## src/tdc_pkg.sv

```systemverilog
// Constants shared by the dual 8-bit timer control block.
package tdc_pkg;

  // Register map, at the offsets the register port decodes.
  localparam logic [7:0] TDC_OFS_CTL_A   = 8'h15;
  localparam logic [7:0] TDC_OFS_CTL_B   = 8'h16;
  localparam logic [7:0] TDC_OFS_PW_A    = 8'h17;
  localparam logic [7:0] TDC_OFS_PW_B    = 8'h18;
  localparam logic [7:0] TDC_OFS_PER_A   = 8'h19;
  localparam logic [7:0] TDC_OFS_PER_B   = 8'h1a;
  localparam logic [7:0] TDC_OFS_CNT_A   = 8'h1b;
  localparam logic [7:0] TDC_OFS_CNT_B   = 8'h1c;
  localparam logic [7:0] TDC_OFS_CFG     = 8'h1d;
  localparam logic [7:0] TDC_OFS_STATUS  = 8'h1e;

  // Reset values, the zero read value and the counter maximum.
  localparam logic [7:0] TDC_CTL_RST     = 8'h00;
  localparam logic [7:0] TDC_PW_RST      = 8'hff;
  localparam logic [7:0] TDC_PER_RST     = 8'hff;
  localparam logic [1:0] TDC_CFG_RST     = 2'h0;
  localparam logic [7:0] TDC_RD_ZERO     = 8'h00;
  localparam logic [7:0] TDC_CNT_MAX     = 8'hff;

  // Control register fields.
  localparam int TDC_TFF_BIT   = 7;
  localparam int TDC_CK_HI     = 6;
  localparam int TDC_CK_LO     = 4;
  localparam int TDC_START_BIT = 3;
  localparam int TDC_MODE_HI   = 2;
  localparam int TDC_MODE_LO   = 0;

  // Configuration register fields.
  localparam int TDC_CFG_DV7_BIT  = 0;
  localparam int TDC_CFG_SLOW_BIT = 1;

  // Source clock select codes.
  localparam logic [2:0] TDC_CK_DIV11  = 3'h0;
  localparam logic [2:0] TDC_CK_DIV7   = 3'h1;
  localparam logic [2:0] TDC_CK_DIV5   = 3'h2;
  localparam logic [2:0] TDC_CK_DIV3   = 3'h3;
  localparam logic [2:0] TDC_CK_LOW    = 3'h4;
  localparam logic [2:0] TDC_CK_DIV1   = 3'h5;
  localparam logic [2:0] TDC_CK_HIGH   = 3'h6;
  localparam logic [2:0] TDC_CK_PIN    = 3'h7;

  // Operating mode codes.
  localparam logic [2:0] TDC_MODE_PDO  = 3'h1;
  localparam logic [2:0] TDC_MODE_PWM  = 3'h2;
  localparam logic [2:0] TDC_MODE_CASC = 3'h3;

  // Prescaler taps of the high-frequency clock, and the last count of the low-frequency divider.
  localparam int          TDC_PRE_W    = 11;
  localparam logic [10:0] TDC_MASK_D1  = 11'h001;
  localparam logic [10:0] TDC_MASK_D3  = 11'h007;
  localparam logic [10:0] TDC_MASK_D5  = 11'h01f;
  localparam logic [10:0] TDC_MASK_D7  = 11'h07f;
  localparam logic [10:0] TDC_MASK_D11 = 11'h7ff;
  localparam logic [2:0]  TDC_LF_LAST  = 3'h7;

endpackage

```

## src/tdc_clksel.sv

```systemverilog
// Prescaler and source clock selection for both timers.
`timescale 1ns/10ps
module tdc_clksel
  import tdc_pkg::*;
(
  input  wire logic       clk,
  input  wire logic       sys_rst,
  input  wire logic       low_freq_clock,
  input  wire logic       timer_a_pin,
  input  wire logic       timer_b_pin,
  input  wire logic       divider_seven_select,
  input  wire logic       slow_mode,
  input  wire logic [2:0] sel_a,
  input  wire logic [2:0] sel_b,
  output logic            tick_a,
  output logic            tick_b
);

  logic [TDC_PRE_W-1:0] pre_q;
  logic [2:0]           lf_sync_q;
  logic [2:0]           lf_div_q;
  logic [1:0][2:0]      pin_sync_q;
  logic                 lf_edge;
  logic                 lf_div8;
  logic [1:0]           pin_edge;
  logic [1:0][2:0]      sel;
  logic [1:0]           tick;

  function automatic logic tap(input logic [TDC_PRE_W-1:0] pre,
                               input logic [TDC_PRE_W-1:0] mask);
    tap = ((pre & mask) == mask);
  endfunction

  // Divided taps of the high-frequency clock do not exist in slow mode.
  function automatic logic pick(input logic [2:0]           s,
                                input logic [TDC_PRE_W-1:0] pre,
                                input logic                 lf8,
                                input logic                 lf1,
                                input logic                 pin,
                                input logic                 dv7,
                                input logic                 slow);
    pick = 1'b0;
    case (s)
      TDC_CK_DIV11: pick = (!slow && !dv7) ? tap(pre, TDC_MASK_D11) : lf8;
      TDC_CK_DIV7:  pick = !slow && tap(pre, TDC_MASK_D7);
      TDC_CK_DIV5:  pick = !slow && tap(pre, TDC_MASK_D5);
      TDC_CK_DIV3:  pick = !slow && tap(pre, TDC_MASK_D3);
      TDC_CK_LOW:   pick = lf1;
      TDC_CK_DIV1:  pick = !slow && tap(pre, TDC_MASK_D1);
      TDC_CK_HIGH:  pick = 1'b1;
      default:      pick = pin;
    endcase
  endfunction

  always_ff @(posedge clk) begin
    if (sys_rst) begin
      pre_q <= '0;
    end else begin
      pre_q <= pre_q + 11'h001;
    end
  end

  always_ff @(posedge clk) begin
    if (sys_rst) begin
      lf_sync_q <= 3'h0;
    end else begin
      lf_sync_q <= {lf_sync_q[1:0], low_freq_clock};
    end
  end

  assign lf_edge = lf_sync_q[1] && !lf_sync_q[2];
  assign lf_div8 = lf_edge && (lf_div_q == TDC_LF_LAST);

  always_ff @(posedge clk) begin
    if (sys_rst) begin
      lf_div_q <= 3'h0;
    end else if (lf_edge) begin
      lf_div_q <= lf_div_q + 3'h1;
    end
  end

  assign sel[0] = sel_a;
  assign sel[1] = sel_b;

  genvar i;
  generate
    for (i = 0; i < 2; i++) begin : g_src
      always_ff @(posedge clk) begin
        if (sys_rst) begin
          pin_sync_q[i] <= 3'h0;
        end else begin
          pin_sync_q[i] <= {pin_sync_q[i][1:0],
                            (i == 0) ? timer_a_pin : timer_b_pin};
        end
      end
      assign pin_edge[i] = pin_sync_q[i][1] && !pin_sync_q[i][2];
      assign tick[i] = pick(sel[i], pre_q, lf_div8, lf_edge, pin_edge[i],
                            divider_seven_select, slow_mode);
    end
  endgenerate

  assign tick_a = tick[0];
  assign tick_b = tick[1];

endmodule // tdc_clksel

```

## src/tdc_counter.sv

```systemverilog
// One 8-bit up-counter stage of the timer pair.
`timescale 1ns/10ps
module tdc_counter
  import tdc_pkg::*;
(
  input  wire logic       clk,
  input  wire logic       sys_rst,
  input  wire logic       run,
  input  wire logic       tick,
  input  wire logic       clear,
  output logic [7:0]      count,
  output logic            carry
);

  logic [7:0] count_q;

  always_ff @(posedge clk) begin
    if (sys_rst || !run) begin
      count_q <= TDC_RD_ZERO;
    end else if (tick) begin
      if (clear) begin
        count_q <= TDC_RD_ZERO;
      end else begin
        count_q <= count_q + 8'h01;
      end
    end
  end

  assign count = count_q;
  assign carry = run && tick && !clear && (count_q == TDC_CNT_MAX);

endmodule // tdc_counter

```

## src/tdc_top.sv

```systemverilog
// Register file and mode control of the dual 8-bit timer pair.
//
// Strobed register access was chosen for this implementation.
`timescale 1ns/10ps
module tdc_top
  import tdc_pkg::*;
(
  input  wire logic       clk,
  input  wire logic       sys_rst,
  input  wire logic [7:0] reg_addr,
  input  wire logic [7:0] reg_wdata,
  input  wire logic       reg_wr,
  input  wire logic       reg_rd,
  output logic [7:0]      reg_rdata,
  input  wire logic       low_freq_clock,
  input  wire logic       timer_a_pin,
  input  wire logic       timer_b_pin,
  output logic            timer_a_out,
  output logic            timer_b_out
);

  import tdc_pkg::*;

  logic [7:0]      timer_a_control_q;
  logic [7:0]      timer_b_control_q;
  logic [7:0]      timer_a_pulse_width_q;
  logic [7:0]      timer_b_pulse_width_q;
  logic [7:0]      timer_a_period_q;
  logic [7:0]      timer_b_period_q;
  logic [1:0]      cfg_q;
  logic [7:0]      rdata_q;
  logic [1:0]      run_prev_q;
  logic [1:0]      flop_q;

  logic            cascade;
  logic [1:0][7:0] ctl;
  logic [1:0][7:0] cnt;
  logic [1:0][7:0] per;
  logic [1:0][7:0] pw;
  logic [1:0][2:0] mode;
  logic [1:0]      run;
  logic [1:0]      tff;
  logic [1:0]      src_tick;
  logic [1:0]      cnt_tick;
  logic [1:0]      cnt_clear;
  logic [1:0]      carry;
  logic [1:0]      per_hit;
  logic [1:0]      pw_hit;
  logic [1:0]      wrap_hit;
  logic [1:0]      evt_tick;
  logic            hit16_per;
  logic            hit16_pw;
  logic            wrap16;

  function automatic logic [2:0] mode_of(input logic [7:0] c);
    mode_of = c[TDC_MODE_HI:TDC_MODE_LO];
  endfunction

  function automatic logic is_pwm(input logic [2:0] m);
    is_pwm = (m == TDC_MODE_PWM);
  endfunction

  // A control register with its start bit set only accepts a change of that bit, so outside
  // cascade the mode, clock and flip-flop fields cannot be altered under a live count.
  function automatic logic [7:0] ctl_merge(input logic [7:0] old_v,
                                           input logic [7:0] new_v);
    logic [7:0] kept;
    kept = old_v;
    kept[TDC_START_BIT] = new_v[TDC_START_BIT];
    if (old_v[TDC_START_BIT]) begin
      ctl_merge = kept;
    end else begin
      ctl_merge = new_v;
    end
  endfunction

  function automatic logic wr_hit(input logic [7:0] ofs);
    wr_hit = reg_wr && (reg_addr == ofs);
  endfunction

  // Mode decode and cascade routing.
  assign cascade = (mode_of(timer_a_control_q) == TDC_MODE_CASC);

  assign ctl[0] = cascade ? timer_b_control_q : timer_a_control_q;
  assign ctl[1] = timer_b_control_q;
  assign per[0] = timer_a_period_q;
  assign per[1] = timer_b_period_q;
  assign pw[0]  = timer_a_pulse_width_q;
  assign pw[1]  = timer_b_pulse_width_q;

  assign hit16_per = ({cnt[1], cnt[0]} == {per[1], per[0]});
  assign hit16_pw  = ({cnt[1], cnt[0]} == {pw[1], pw[0]});
  assign wrap16    = ({cnt[1], cnt[0]} == {TDC_CNT_MAX, TDC_CNT_MAX});

  genvar i;
  generate
    for (i = 0; i < 2; i++) begin : g_eff
      assign mode[i] = mode_of(ctl[i]);
      assign run[i]  = ctl[i][TDC_START_BIT];
      assign tff[i]  = ctl[i][TDC_TFF_BIT];
    end
  endgenerate

  // Clock selection; the upper clock field is unused while cascaded.
  tdc_clksel u_clksel (
    .clk                  (clk),
    .sys_rst              (sys_rst),
    .low_freq_clock       (low_freq_clock),
    .timer_a_pin          (timer_a_pin),
    .timer_b_pin          (timer_b_pin),
    .divider_seven_select (cfg_q[TDC_CFG_DV7_BIT]),
    .slow_mode            (cfg_q[TDC_CFG_SLOW_BIT]),
    .sel_a                (timer_a_control_q[TDC_CK_HI:TDC_CK_LO]),
    .sel_b                (timer_b_control_q[TDC_CK_HI:TDC_CK_LO]),
    .tick_a               (src_tick[0]),
    .tick_b               (src_tick[1])
  );

  // In cascade the upper stage counts lower-stage carries, and also
  // takes the lower stage's tick when the joint period match clears both.
  assign per_hit[0] = cascade ? hit16_per : (cnt[0] == per[0]);
  assign per_hit[1] = cascade ? hit16_per : (cnt[1] == per[1]);
  assign pw_hit[0]  = cascade ? hit16_pw : (cnt[0] == pw[0]);
  assign pw_hit[1]  = cascade ? hit16_pw : (cnt[1] == pw[1]);
  assign wrap_hit[0] = cascade ? wrap16 : (cnt[0] == TDC_CNT_MAX);
  assign wrap_hit[1] = cascade ? wrap16 : (cnt[1] == TDC_CNT_MAX);

  assign cnt_clear[0] = !is_pwm(mode[0]) && per_hit[0];
  assign cnt_clear[1] = !is_pwm(mode[1]) && per_hit[1];
  assign cnt_tick[0]  = src_tick[0];
  assign cnt_tick[1]  = cascade ? (carry[0] || (src_tick[0] && cnt_clear[1]))
                                : src_tick[1];
  assign evt_tick[0]  = src_tick[0] && run[0];
  assign evt_tick[1]  = (cascade ? src_tick[0] : src_tick[1]) && run[1];

  generate
    for (i = 0; i < 2; i++) begin : g_cnt
      tdc_counter u_counter (
        .clk     (clk),
        .sys_rst (sys_rst),
        .run     (run[i]),
        .tick    (cnt_tick[i]),
        .clear   (cnt_clear[i]),
        .count   (cnt[i]),
        .carry   (carry[i])
      );

      always_ff @(posedge clk) begin
        if (sys_rst) begin
          run_prev_q[i] <= 1'b0;
        end else begin
          run_prev_q[i] <= run[i];
        end
      end

      // The flip-flop is preset from its control bit at each start. The
      // lower stage's output holds while the pair counts as one.
      always_ff @(posedge clk) begin
        if (sys_rst) begin
          flop_q[i] <= 1'b0;
        end else if (i == 0 && cascade) begin
          flop_q[i] <= flop_q[i];
        end else if (run[i] && !run_prev_q[i]) begin
          flop_q[i] <= tff[i];
        end else if (evt_tick[i]) begin
          if (mode[i] == TDC_MODE_PDO && per_hit[i]) begin
            flop_q[i] <= !flop_q[i];
          end else if (is_pwm(mode[i]) && wrap_hit[i]) begin
            flop_q[i] <= tff[i];
          end else if (is_pwm(mode[i]) && pw_hit[i]) begin
            flop_q[i] <= !flop_q[i];
          end
        end
      end
    end
  endgenerate

  assign timer_a_out = flop_q[0];
  assign timer_b_out = flop_q[1];

  // Control registers.
  always_ff @(posedge clk) begin
    if (sys_rst) begin
      timer_a_control_q <= TDC_CTL_RST;
    end else if (wr_hit(TDC_OFS_CTL_A)) begin
      timer_a_control_q <= ctl_merge(timer_a_control_q, reg_wdata);
    end
  end

  always_ff @(posedge clk) begin
    if (sys_rst) begin
      timer_b_control_q <= TDC_CTL_RST;
    end else if (wr_hit(TDC_OFS_CTL_B)) begin
      timer_b_control_q <= ctl_merge(timer_b_control_q, reg_wdata);
    end
  end

  // Period writes during a run are dropped rather than trusted, so a
  // stray write cannot move a match point past the live count.
  always_ff @(posedge clk) begin
    if (sys_rst) begin
      timer_a_period_q <= TDC_PER_RST;
      timer_b_period_q <= TDC_PER_RST;
    end else begin
      if (wr_hit(TDC_OFS_PER_A) && !run[0]) begin
        timer_a_period_q <= reg_wdata;
      end
      if (wr_hit(TDC_OFS_PER_B) && !run[1]) begin
        timer_b_period_q <= reg_wdata;
      end
    end
  end

  always_ff @(posedge clk) begin
    if (sys_rst) begin
      timer_a_pulse_width_q <= TDC_PW_RST;
      timer_b_pulse_width_q <= TDC_PW_RST;
    end else begin
      if (wr_hit(TDC_OFS_PW_A) && (!run[0] || is_pwm(mode[0]))) begin
        timer_a_pulse_width_q <= reg_wdata;
      end
      if (wr_hit(TDC_OFS_PW_B) && (!run[1] || is_pwm(mode[1]))) begin
        timer_b_pulse_width_q <= reg_wdata;
      end
    end
  end

  // Operating condition: divider select and slow mode. In slow mode the
  // undivided high clock is left selectable for warm-up use only.
  always_ff @(posedge clk) begin
    if (sys_rst) begin
      cfg_q <= TDC_CFG_RST;
    end else if (wr_hit(TDC_OFS_CFG)) begin
      cfg_q <= reg_wdata[1:0];
    end
  end

  // Read data stands in the cycle after the strobe only.
  always_ff @(posedge clk) begin
    if (sys_rst || !reg_rd) begin
      rdata_q <= TDC_RD_ZERO;
    end else if (reg_addr == TDC_OFS_CTL_A) begin
      rdata_q <= timer_a_control_q;
    end else if (reg_addr == TDC_OFS_CTL_B) begin
      rdata_q <= timer_b_control_q;
    end else if (reg_addr == TDC_OFS_PW_A) begin
      rdata_q <= timer_a_pulse_width_q;
    end else if (reg_addr == TDC_OFS_PW_B) begin
      rdata_q <= timer_b_pulse_width_q;
    end else if (reg_addr == TDC_OFS_PER_A) begin
      rdata_q <= timer_a_period_q;
    end else if (reg_addr == TDC_OFS_PER_B) begin
      rdata_q <= timer_b_period_q;
    end else if (reg_addr == TDC_OFS_CNT_A) begin
      rdata_q <= cnt[0];
    end else if (reg_addr == TDC_OFS_CNT_B) begin
      rdata_q <= cnt[1];
    end else if (reg_addr == TDC_OFS_CFG) begin
      rdata_q <= {6'h00, cfg_q};
    end else if (reg_addr == TDC_OFS_STATUS) begin
      rdata_q <= {3'h0, cascade, flop_q, run};
    end else begin
      rdata_q <= TDC_RD_ZERO;
    end
  end

  assign reg_rdata = rdata_q;

endmodule // tdc_top
```

## config.mk

```make
export PLATFORM = sky130hd
export DESIGN_NAME = tdc_top
export DESIGN_NICKNAME = d
export VERILOG_FILES = /design/src/tdc_pkg.sv /design/src/tdc_clksel.sv /design/src/tdc_counter.sv /design/src/tdc_top.sv
export SDC_FILE = /design/constraint.sdc
export NUM_CORES = 1
export LEC_CHECK = 0
export ABC_AREA = 1
export BUFFER_PORTS_ARGS = -buffer_cell sky130_fd_sc_hd__buf_2
export CAP_MARGIN = 30
export CORE_ASPECT_RATIO = 2
export CORE_MARGIN = 1.5
export CORE_UTILIZATION = 52
export DETAILED_ROUTE_END_ITERATION = 16
export PLACE_DENSITY = 0.7
export SETUP_SLACK_MARGIN = 0.15
export SYNTH_ARGS = -nofsm -noshare
export SYNTH_HDL_FRONTEND = slang
export SYNTH_SLANG_ARGS = --single-unit
export TNS_END_PERCENT = 5
```

## constraint.sdc

```tcl
create_clock -name clk -period 2.7 [get_ports clk]
set_clock_uncertainty 0.05 [all_clocks]
set_input_delay 0.27 -clock clk [delete_from_list [all_inputs] [get_ports clk]]
set_output_delay 0.27 -clock clk [all_outputs]
set_load 0.01 [all_outputs]
```

# After elaboration in Yosys (flattened, before gate mapping)

Index checks and enable logic that the tools add are counted.

$add $sub $neg: 4
Equality and inequality tests: 41
Multiplexer cells: 34
Bitwise logic cells: 3
Reduce and logical (&&, ||, !) cells: 66

Operators by type and width:

| cell                                           | number |
|---|---|
| 2-to-1 mux 8 bit                               | 11 |
| == test 8 x 5 -> 1 bit (second input constant) | 10 |
| logical AND 1 bit                              | 35 |
| == test 16 bit                                 | 2 |
| == test 8 bit                                  | 4 |
| == test 3 bit (second input constant)          | 8 |
| == test 3 x 2 -> 1 bit (second input constant) | 7 |
| 2-to-1 mux 1 bit                               | 19 |
| adder 8 x 1 -> 8 bit (second input constant)   | 2 |
| == test 16 bit (second input constant)         | 1 |
| == test 8 bit (second input constant)          | 2 |
| zero test 1 bit                                | 15 |
| case mux 1 bit (7 select lines)                | 2 |
| == test 3 x 1 -> 1 bit (second input constant) | 4 |
| adder 11 x 1 -> 11 bit (second input constant) | 1 |
| == test 11 bit (second input constant)         | 1 |
| 2-to-1 mux 5 bit                               | 2 |
| nonzero test 4 bit                             | 2 |
| == test 7 bit (second input constant)          | 1 |
| zero test 3 bit                                | 2 |
| logical OR 1 bit                               | 6 |
| AND reduction 2 bit                            | 3 |
| == test 5 bit (second input constant)          | 1 |
| nonzero test 2 bit                             | 2 |
| other kinds (3)                                | 5 |

Flip-flop bits (word level): 101
Input bits: 23
Output and inout bits: 10
Word-level logic and storage cells: 169

# Depth between registers and ports, before layout

Gate-level depths: netlist of run 1.

Depth after elaboration: 12
Depth in mapped cells: 17
Depth with buffers taken out: 17

# Modules after synthesis

Synthesis of run 1 repeated with hierarchy kept, for this count alone.

Cells, all modules: 844
Area, all modules: 5,630.4 um2

By module, submodules not included:

| module      | instances | cells an instance | area each (um2) | seq. area each (um2) |
|---|---|---|---|---|
| tdc_top     | 1         | 553               | 3,676.0         | 1,241.2 |
| tdc_clksel  | 1         | 177               | 1,146.1         | 460.4 |
| tdc_counter | 2         | 57                | 404.1           | 160.2 |

# Least setup slack after synthesis of run 1

Ideal clock, no wire load.

Path type: register to register
From: register u_clksel.pre_q[0]
To: register g_cnt[0].u_counter.count_q[4]
Library setup time: 0.115 ns
Arrival time: 1.795 ns
Required time: 2.535 ns
Setup slack: 0.740 ns
Cell stages (with the launch flop): 17
Buffers on the path: 0
Clock period less this slack: 1.960 ns
Cells stage by stage: dfxtp_1 > ha_1 > nand2_1 > nor2_2 > ha_1 > nand2_1 > nor2_1 > nor2_1 > nand2_1 > nand2_1 > nand3_2 > nand2_4 > inv_4 > nand2_1 > nor2_2 > a21oi_1 > and2_1

Longest elaborated chain between the ends: 3
Elaborated cells between the ends (all ways): 10
Those cells by class: 4 x eq/ne; 2 x mux; 4 x reduce/logical

Ends and longest elaborated chain:

| element                                  | RTL line          | RTL |
|---|---|---|
| from (decl)                              | tdc_clksel.sv:19  | `logic [TDC_PRE_W-1:0] pre_q;` |
| from (signal assigned)                   | tdc_clksel.sv:59  | `pre_q <= pre_q + 11'h001;` |
| == test 11 bit (tied with other cells)   | tdc_clksel.sv:31  | `tap = ((pre & mask) == mask);` |
| 2-to-1 mux 1 bit (tied with other cells) | tdc_clksel.sv:44  | `TDC_CK_DIV11: pick = (!slow && !dv7) ? tap(pre, TDC_MASK_D11) : lf8;` |
| case mux 1 bit (7 select lines) (*)      | tdc_clksel.sv:43  | `case (s)` |
| to (signal assigned)                     | tdc_counter.sv:24 | `count_q <= count_q + 8'h01;` |
| to (decl)                                | tdc_counter.sv:15 | `logic [7:0] count_q;` |

Every way passes the cells marked *; elsewhere a longest branch is shown, timed or not.
A chain may end at the register's enable or synchronous reset.

# Worst setup path in the final report of run 1

From: register timer_a_control_q[2]
To: register g_cnt[1].u_counter.count_q[6]

Longest elaborated chain between the ends: 10
Elaborated cells between the ends (all ways): 16
Those cells by class: 2 x eq/ne; 5 x mux; 9 x reduce/logical

Ends and longest elaborated chain:

| element                        | RTL line          | RTL |
|---|---|---|
| from (decl)                    | tdc_top.sv:24     | `logic [7:0] timer_a_control_q;` |
| from (signal assigned)         | tdc_top.sv:186    | `timer_a_control_q <= ctl_merge(timer_a_control_q, reg_wdata);` |
| == test 3 x 2 -> 1 bit         | tdc_top.sv:82     | `assign cascade = (mode_of(timer_a_control_q) == TDC_MODE_CASC);` |
| 2-to-1 mux 8 bit               | tdc_top.sv:84     | `assign ctl[0] = cascade ? timer_b_control_q : timer_a_control_q;` |
| == test 3 x 2 -> 1 bit         | tdc_top.sv:60     | `is_pwm = (m == TDC_MODE_PWM);` |
| zero test 1 bit                | tdc_top.sv:128    | `assign cnt_clear[0] = !is_pwm(mode[0]) && per_hit[0];` |
| logical AND 1 bit              | tdc_top.sv:128    |  |
| zero test 1 bit                | tdc_counter.sv:30 | `assign carry = run && tick && !clear && (count_q == TDC_CNT_MAX);` |
| logical AND 1 bit (2 in a row) | tdc_counter.sv:30 |  |
| logical OR 1 bit               | tdc_top.sv:131    | `assign cnt_tick[1] = cascade ? (carry[0] \|\| (src_tick[0] && cnt_clear[1]))` |
| 2-to-1 mux 1 bit               | tdc_top.sv:131    |  |
| to (signal assigned)           | tdc_counter.sv:24 |  |
| to (decl)                      | tdc_counter.sv:15 |  |

Parallel ways exist; a longest one is shown, timed or not.

==> results of run 1 <==
## worst max-delay path: stages (launching register included)
cell and delay, ps:
dfxtp_1 350, inv_2 100, nand3_1 380, o21ai_1 320, nand2_1 120, nor2_4 150
inv_2 50, nand3_2 100, nand2_2 90, inv_2 60, nand2_2 60, nand3_4 120
nand2_1 80, a21oi_1 140
## placed cells by master (no fill, tap or decap), drive strengths merged, types with 3 or more instances in the layout
master,n
inv,112
nor3b,3
or2,8
nand4,20
nor3,20
dfxtp,101
nand2,185
o21ai,45
a21oi,51
clkinv,4
xnor2,22
nor2,87
nand3,51
xor2,8
clkbuf,9
ha,7
buf,43
o211ai,35
## sequential cells by signal (all words and copies together) (netlist names)
register	flops
timer_a_out	1
timer_b_pulse_width_q	8
reg_rdata	8
timer_a_period_q	8
timer_b_out	1
u_clksel.pin_sync_q	6
g_cnt.u_counter.count	16
timer_a_control_q	8
u_clksel.lf_sync_q	3
u_clksel.lf_div_q	3
timer_b_period_q	8
run_prev_q	2
timer_a_pulse_width_q	8
u_clksel.pre_q	11
timer_b_control_q	8
cfg_q	2
## cell type report
type,count,area [um2],area share (%)
multi-input combinational,554,2990,48.8
timing repair buffer,43,243,3.97
clock inverter,7,56.3,0.920
inverter,109,413,6.75
sequential,101,2020,33.1
clock buffer,9,225,3.68
tap,137,171,2.80
## cell families (layout without fill, tap and decap cells)
logic type               Yosys count  count (layout)  share of synthesized area (%)
flip-flops                       101             101                           36.4
XOR/XNOR                          30              30                           4.73
buffers and inverters            135             168                           9.89
adder cells (fa/ha/maj)            7               7                           1.58
AND/OR/NAND/NOR                  379             379                           32.6
AO/OA/AOI/OAI                    138             138                           14.9
## what timing repair did
item,in CTS,in global routing
hold buffers,0,0
setup endpoints to repair,0,1
resized for setup,0,1
setup buffers,0,0
## per-layer routing
layer	up-vias	global-route usage, %	routed length (um)
li1	2634	-	-
met1	2469	29.3	5900
met5	-	0	0
met4	0	31.5	1900
met2	204	60.4	9320
met3	98	4.95	695
## stage by stage
stage / area (um2) / power, uW
after global routing: 6120 / 2980
after detailed placement: 5830 / 1660
after CTS: 6120 / 2900
final: 6120 / 2880
after floorplan: 5560 / 1610
after global placement: 5830 / 1660
## power groups by stage
| stage | sequential (uW) | clock (uW) | combinational [uW] |
|---|---|---|---|
| final | 1510 | 1260 | 118 |
| after global routing | 1510 | 1330 | 132 |
| after CTS | 1510 | 1270 | 117 |
| after detailed placement | 1550 | 0 | 117 |
| after global placement | 1550 | 0 | 113 |
| after floorplan | 1540 | 0 | 69.4 |
## worst paths after layout
path / startpoint / endpoint / slack [ps] / cells after the start
max: timer_a_control_q[2] / g_cnt[1].u_counter.count[6] / 450 / 13
min reg2reg: u_clksel.lf_sync_q[0] / u_clksel.lf_sync_q[1] / 360 / 2
min: timer_b_pin / u_clksel.pin_sync_q[3] / 70 / 3
max reg2reg: timer_a_control_q[2] / g_cnt[1].u_counter.count[6] / 450 / 13
==> results_dict.tcl, run 1 <==
set metrics [dict create \
    synth.distinct_cells 45 \
    p_leak_uw 0.00273 \
    drt-total-wl_mm 17.8 \
    p_per_area_mw_per_mm2 472 \
    yosysWarningCount 0 \
    fin_crit_ps 2250 \
    cellInternalPower_uw 2180 \
    cap_viol_max_count 0 \
    critPathKind "flop to flop" \
    clkLatencyLatePin_ps 350 \
    syn_to_final_growth_pct 10.1 \
    rsz0062_at_grt "no" \
    peakVddDrop_uv 462 \
    stdcell_count 960 \
    synth_flop_cell "dfxtp_1" \
    cts_inserted_buffers 9 \
    tns_ps 0 \
    final_layout_size_suffix_gt1_share_pct 15.4 \
    critPathArrivalTime_ps 2480 \
    synth_seq_cells 101 \
    hold_ws_ps 71.0 \
    power_switching_uw 707 \
    grt_pass1_vias 5308 \
    vias_per_cell 5.63 \
    drc 0 \
    n_fill_cell 1079 \
    clockBufferDepth 2 \
    dp.cells 944 \
    grt_pass1_wl_mm 27.7 \
    io_pins 33 \
    tightestPinTransition_ps 693 \
    layout_setup_ws_ps 447 \
    crit_required_ps 2930 \
    dieArea_mm2 0.0114 \
    drv_slew 0 \
    seq_area_frac_synth_pct 36.4 \
    path_max_fanout 11 \
    synth_most_common_cell "nand2_1" \
    synth_nets 820 \
    final_nets 848 \
    drtPass1Iterations 5 \
    synth-async-reset-ratio_pct 0 \
    synth_cells 790 \
    fp.dieW_um 76.1 \
    final_min_period_over_clock_period_pct 83.4 \
    p_seq_share_pct 52.4 \
    antenna_cells 0 \
    synth_edf_count 0 \
    p_sw_share_pct 24.5 \
    ys_top_cells_by_area "dfxtp_1, nand2_1, inv_1, nor2_1, a21oi_1" \
    startpoint_type "flop" \
    hold_viol_final 0 \
    cts_htree_levels 3 \
    avgSynthCellArea_um2 7.03 \
    die_height_um 149 \
    hp-class "primary input to flop" \
    cts_tree "built" \
    wl_per_cell_um 18.6 \
    final_util_pct 58.4 \
    yosysTopAreaCell "dfxtp_1" \
    port-buffer-count 32 \
    start_util_pct 53.0 \
    core_region_area_mm2 0.0105 \
    grt_antenna_before_repair 0 \
    grt_overflow 0 \
    path_clk_slew_ps 70 \
    ant_nets 0 \
    grt_max_degree 37 \
    status "complete, no violations" \
    synth_commonest_cells "nand2_1, dfxtp_1, inv_1" \
    fmax_mhz 444 \
    setup_violations 0 \
    p_comb_share_pct 4.1 \
    yosysTopAreaCellShare_pct 36.4 \
    vias 5405 \
    p_clk_share_pct 43.5 \
    gp_congestion 1.05 \
    first_iter_violations 358 \
    syn_area_mm2 0.00556 \
    dp_slack_ps 432 \
    clock_sinks 101 \
    cts_root_buf "clkbuf_16" \
    rows 53 \
    cp-end-kind "flop" \
    grt_usage_pct 32.5 \
    hpwlAfterDp_mm 14.3 \
    relSlewSlack_pct 53.7 \
]
(Power assumes the default switching activity.)
==> run 2: changes to the inputs <==
--- a/config.mk
+++ b/config.mk
@@ -5,7 +5,7 @@
 export SDC_FILE = /design/constraint.sdc
 export NUM_CORES = 1
 export LEC_CHECK = 0
-export ABC_AREA = 1
+export ABC_AREA = 0
 export BUFFER_PORTS_ARGS = -buffer_cell sky130_fd_sc_hd__buf_2
 export CAP_MARGIN = 30
 export CORE_ASPECT_RATIO = 2
==> constraint.sdc (replaced) <==
create_clock -name clk -period 2.3 [get_ports clk]
set_clock_uncertainty 0.05 [all_clocks]
set_input_delay 0.23 -clock clk [delete_from_list [all_inputs] [get_ports clk]]
set_output_delay 0.23 -clock clk [all_outputs]
set_load 0.01 [all_outputs]
==> results_dict.tcl, run 2 <==
set metrics [dict create \
    status "complete, but fails checks" \
    violations "negative setup slack" \
    drt-total-wl_mm 18.5 \
    antenna_cells 0 \
    cellInternalPower_uw 2690 \
    clockBufferDepth 2 \
    grt_pass1_vias 5255 \
    vias_per_cell 5.94 \
    power_switching_uw 842 \
    grt_antenna_before_repair 0 \
    fmax_mhz 385 \
    layout_common_cells "dfxtp_1, nand2_1, buf_4, mux2i_1, nor2_1" \
    grt_max_degree 34 \
    crit_required_ps 2480 \
    cts_root_buf "clkbuf_16" \
    port-buffer-count 32 \
    p_comb_share_pct 6.2 \
    grt_overflow 0 \
    start_util_pct 53.0 \
    wl_per_cell_um 20.9 \
    seq_area_mm2 0.00203 \
    cts_htree_levels 3 \
    critPathArrivalTime_ps 2780 \
    synth_most_common_cell "dfxtp_1" \
    n_fill_cell 900 \
    grt_usage_pct 35.2 \
    syn_area_mm2 0.00552 \
    clkLatencyLatePin_ps 350 \
    tightestPinTransition_ps 506 \
    hpwlAfterDp_mm 14.1 \
    critPathKind "flop to flop" \
    p_leak_uw 0.00262 \
    fin_crit_ps 2600 \
    cts_inserted_buffers 9 \
    final_nets 773 \
    synth_flop_cell "dfxtp_1" \
    final_common_cell "dfxtp_1" \
    p_per_area_mw_per_mm2 517 \
    largest_reg_flops 16 \
    path_max_fanout 7 \
    p_seq_share_pct 50.1 \
    yosysTopAreaCell "dfxtp_1" \
    relSlewSlack_pct 65.9 \
    seq_area_frac_synth_pct 36.6 \
    crit_end "g_cnt[1].u_counter.count[4]" \
    ys_top_cells_by_area "dfxtp_1, mux2i_1, nand2_1, xor2_1, a21oi_1" \
    synth.distinct_cells 66 \
    yosysTopAreaCellShare_pct 36.6 \
    layout_setup_ws_ps -301 \
    synth_commonest_cells "dfxtp_1, nand2_1, mux2i_1" \
    dieArea_mm2 0.0113 \
    multi_input_area_mm2 0.00339 \
    stdcell_count 885 \
    r2r-end "g_cnt[1].u_counter.count[4]" \
    setup_violations 18 \
    r2r_setup_slack_ps -300 \
    peakVddDrop_uv 516 \
    synth_nets 684 \
    synth_edf_count 0 \
    p_sw_share_pct 23.8 \
    startpoint "u_clksel.pre_q[0]" \
    core_region_area_mm2 0.0104 \
    hp-class "primary input to flop" \
    gp_congestion 1.01 \
    drtPass1Iterations 5 \
    ff2ff_path_depth 14 \
    yosysWarningCount 0 \
    drc 0 \
    p_total_uw 3530 \
    final_min_period_over_clock_period_pct 113 \
    avgSynthCellArea_um2 8.44 \
    clock_sinks 101 \
    path_clk_slew_ps 70 \
    dp.cells 865 \
    syn_to_final_growth_pct 23.7 \
    vias 5254 \
    cp-end-kind "flop" \
    grt_pass1_wl_mm 28.5 \
    synth_cells 654 \
    rsz0062_at_grt "yes" \
    startpoint_type "flop" \
    cap_viol_max_count 0 \
    final_layout_size_suffix_gt1_share_pct 23.1 \
    hold_viol_final 0 \
    first_iter_violations 395 \
    ant_nets 0 \
    fp.dieW_um 75.9 \
    p_clk_share_pct 43.7 \
    rows 53 \
    synth-async-reset-ratio_pct 0 \
    cts_tree "built" \
    reg2reg_from "u_clksel.pre_q[0]" \
    synth_seq_cells 101 \
    drv_slew 0 \
    io_pins 33 \
    die_height_um 149 \
]
## run 2: changes by cell type after synthesis, moves of 21 or more
cell and change:
o211ai_1 -29, xor2_1 +26, mux2i_1 +56, inv_2 -21
nand3_1 -27, inv_1 -69, nor2b_1 +21, nand2_1 -96
## run 2: routing by layer
layer,share of wire [%],vias to the layer above,routed length (um),global-route usage (%)
met4,8.8,0,1640,27.5
met2,52,181,9610,59.0
li1,-,2492,-,-
met3,4.7,90,872,6.42
met1,35,2491,6420,36.7
met5,0,-,0,0
## run 2: stage by stage
stage / worst slack [ps] / utilization [%] / cell area [um2] / TNS (ps) / hold slack (ps)
6_report: -301 / 65.6 / 6830 / -4560 / 42.5
3_3_place_gp: -200 / 61.6 / 6410 / -3080 / 373
3_5_place_dp: -278 / 61.6 / 6410 / -4450 / 378
2_1_floorplan: -135 / - / 5600 / -1760 / 308
4_1_cts: -275 / 65.3 / 6800 / -4440 / 41.0
5_1_grt: -368 / 65.6 / 6830 / -6160 / 65.2
## run 2: final cells by class
type                       instances  area share (%)
tap                              137            2.51
timing repair buffer             119            12.9
multi-input combinational        494            49.6
inverter                          18           0.989
sequential                       101            29.7
clock inverter                     6           0.989
clock buffer                      10            3.35
## run 2: power by group through the flow
stage | logic (uW) | clock network, uW | registers, uW
2_1_floorplan | 113 | 0 | 1810
3_3_place_gp | 209 | 0 | 1810
3_5_place_dp | 211 | 0 | 1810
4_1_cts | 212 | 1560 | 1770
5_1_grt | 233 | 1620 | 1770
6_report | 219 | 1540 | 1770
## run 2: kinds of logic (layout without fill, tap and decap cells)
| logic type | after synthesis | in the layout | synth area share [%] |
|---|---|---|---|
| fa+ha+maj | 7 | 7 | 1.59 |
| compound gates | 133 | 133 | 15.9 |
| mux | 61 | 61 | 11.2 |
| flops | 101 | 101 | 36.6 |
| xor+xnor | 47 | 47 | 7.45 |
| simple gates | 246 | 246 | 22.8 |
| buf+inv | 59 | 153 | 4.42 |
## run 2: worst min-delay path by stage
stage                                      start                endpoint  slack [ps]  cells after the start
after floorplan                   low_freq_clock   u_clksel.lf_sync_q[0]         310                      1
after global placement    u_clksel.pin_sync_q[0]  u_clksel.pin_sync_q[1]         370                      1
after detailed placement  u_clksel.pin_sync_q[0]  u_clksel.pin_sync_q[1]         380                      1
after CTS                            timer_b_pin  u_clksel.pin_sync_q[3]          40                      2
after global routing                 timer_a_pin  u_clksel.pin_sync_q[0]          70                      2
final                             low_freq_clock   u_clksel.lf_sync_q[0]          40                      2
## run 2: what timing repair did
item	4_1_cts	5_1_grt
hold buffers	0	0
resized for setup	11	10
setup endpoints to repair	18	36
cloned	1	0
pin swaps	4	5
buffers inserted	3	0
## run 2: worst max-delay path, cell delays in order, from the launching register on
cell and delay [ps]:
dfxtp_4 350, ha_4 160, nand3_4 80, inv_2 40, ha_4 140, mux2_4 260
a31o_4 250, a22oi_2 260, buf_4 170, o31ai_2 50, buf_4 170, o2111ai_1 80
buf_4 190, a21oi_1 90, mux2i_1 130
==> run 3: changes to the inputs <==
--- a/config.mk
+++ b/config.mk
@@ -10,9 +10,9 @@
 export CAP_MARGIN = 30
 export CORE_ASPECT_RATIO = 2
 export CORE_MARGIN = 1.5
-export CORE_UTILIZATION = 52
+export CORE_UTILIZATION = 61
 export DETAILED_ROUTE_END_ITERATION = 16
-export PLACE_DENSITY = 0.7
+export PLACE_DENSITY = 0.8
 export SETUP_SLACK_MARGIN = 0.15
 export SYNTH_ARGS = -nofsm -noshare
 export SYNTH_HDL_FRONTEND = slang
==> results_dict.tcl, run 3 (synthesized netlist as in run 2, its figures left out) <==
set metrics [dict create \
    path_max_fanout 7 \
    p_sw_share_pct 23.7 \
    final_min_period_over_clock_period_pct 111 \
    grt_pass1_wl_mm 28.2 \
    drc 0 \
    rsz0062_at_grt "yes" \
    antenna_cells 0 \
    r2r_setup_slack_ps -250 \
    setup_violations 18 \
    crit_required_ps 2490 \
    hold_viol_final 0 \
    final_common_cell "dfxtp_1" \
    final_nets 773 \
    grt_pass1_vias 5367 \
    hpwlAfterDp_mm 14.2 \
    clockBufferDepth 2 \
    layout_common_cells "dfxtp_1, nand2_1, buf_4, mux2i_1, nor2_1" \
    violations "negative setup slack" \
    p_seq_share_pct 51.2 \
    relSlewSlack_pct 65.8 \
    tns_ps -3380 \
    fp.dieW_um 70.3 \
    drv_slew 0 \
    startpoint_type "flop" \
    cp-end-kind "flop" \
    p_per_area_mw_per_mm2 508 \
    fmax_mhz 393 \
    p_clk_share_pct 42.6 \
    drtPass1Iterations 5 \
    syn_to_final_growth_pct 23.1 \
    grt_max_degree 41 \
    final_cell_area_mm2 0.00680 \
    r2r-end "g_cnt[0].u_counter.count[4]" \
    p_comb_share_pct 6.1 \
    port-buffer-count 32 \
    ff2ff_path_depth 13 \
    dieArea_mm2 0.00967 \
    hold_start "timer_b_pin" \
    p_total_uw 3460 \
    final_layout_size_suffix_gt1_share_pct 23.9 \
    die_height_um 138 \
    peakVddDrop_uv 446 \
    gp_congestion 0.995 \
    clkLatencyLatePin_ps 350 \
    vias 5334 \
    wl_per_cell_um 22.2 \
    drt-total-wl_mm 18.8 \
    p_leak_uw 0.00260 \
    crit_end "g_cnt[0].u_counter.count[4]" \
    core_region_area_mm2 0.00889 \
    grt_usage_pct 39.1 \
    hp-class "primary input to flop" \
    io_pins 33 \
    vias_per_cell 6.28 \
    hold_ws_ps 48.5 \
    tightestPinTransition_ps 508 \
    path_clk_slew_ps 70 \
    cts_htree_levels 3 \
    power_switching_uw 819 \
    first_iter_violations 419 \
    cellInternalPower_uw 2640 \
    ant_nets 0 \
    final_util_pct 76.5 \
    status "complete, but fails checks" \
    cts_tree "built" \
    cts_inserted_buffers 9 \
    startpoint "u_clksel.pre_q[0]" \
    grt_antenna_before_repair 0 \
    cap_viol_max_count 0 \
    grt_overflow 0 \
    largest_reg_flops 16 \
    fin_crit_ps 2550 \
    critPathKind "flop to flop" \
    clock_sinks 101 \
    rows 49 \
    post_dp_cell_area_mm2 0.00640 \
    reg2reg_from "u_clksel.pre_q[0]" \
    critPathArrivalTime_ps 2740 \
    layout_setup_ws_ps -247 \
    cts_root_buf "clkbuf_16" \
    start_util_pct 62.1 \
]
## run 3: changes by cell type in the layout (fill, tap and decap cells not counted), sizes merged
cell / previous run / this run
bufinv: 1 / 0
clkbuf: 10 / 12
inv: 20 / 19
## run 3: power by group through the flow
stage          registers [uW]  logic (uW)  clock network [uW]
2_1_floorplan            1810         113                   0
3_3_place_gp             1810         199                   0
3_5_place_dp             1810         203                   0
4_1_cts                  1770         207                1480
5_1_grt                  1770         224                1530
6_report                 1770         211                1470
## run 3: worst max-delay path, stage by stage, from the launching register on
cell and delay (ps):
dfxtp_4 360, ha_4 170, nand3_4 80, inv_2 40
ha_4 150, mux2_4 270, a31o_4 250, a22oi_2 180
buf_6 150, o21ai_2 140, buf_4 230, nand4_1 110
xor2_1 200, nor2_1 60
## run 3: through the flow
| stage | instances | setup slack [ps] |
|---|---|---|
| floorplan | 654 | -135 |
| global placement | 832 | -172 |
| detailed placement | 832 | -275 |
| CTS | 850 | -195 |
| global route | 850 | -368 |
| finish | 850 | -247 |
## run 3: area by class of cell
type                    count  area [um2]
multi-input cells         494        3410
fillers                   652        2090
flip-flops and latches    101        2030
repair buffers            119         878
clock buffers              12         256
well taps                 102         128
inverters                  18        67.6
clock inverters             4        28.8
## run 3: repair_timing
| item | in CTS | in global routing |
|---|---|---|
| setup endpoints to repair | 18 | 35 |
| hold buffers | 0 | 0 |
| pin swaps | 10 | 2 |
| cloned | 0 | 0 |
| resized for setup | 17 | 9 |
| setup buffers | 2 | 0 |
## run 3: how the worst min path moves through the flow
stage / to / slack [ps] / depth (start not counted)
floorplan: u_clksel.lf_sync_q[0] / 310 / 1
global placement: u_clksel.pin_sync_q[1] / 370 / 1
detailed placement: u_clksel.pin_sync_q[4] / 380 / 1
CTS: u_clksel.lf_sync_q[0] / 50 / 2
global route: u_clksel.pin_sync_q[3] / 50 / 2
finish: u_clksel.pin_sync_q[3] / 50 / 2
## run 3: layer usage
metal | wire, um | GRT usage (%) | vias to the layer above
li1 | - | - | 2493
met1 | 6210 | 36.5 | 2517
met3 | 910 | 6.29 | 93
met5 | 0 | 0 | -
met4 | 1710 | 35.0 | 0
met2 | 10000 | 71.2 | 231
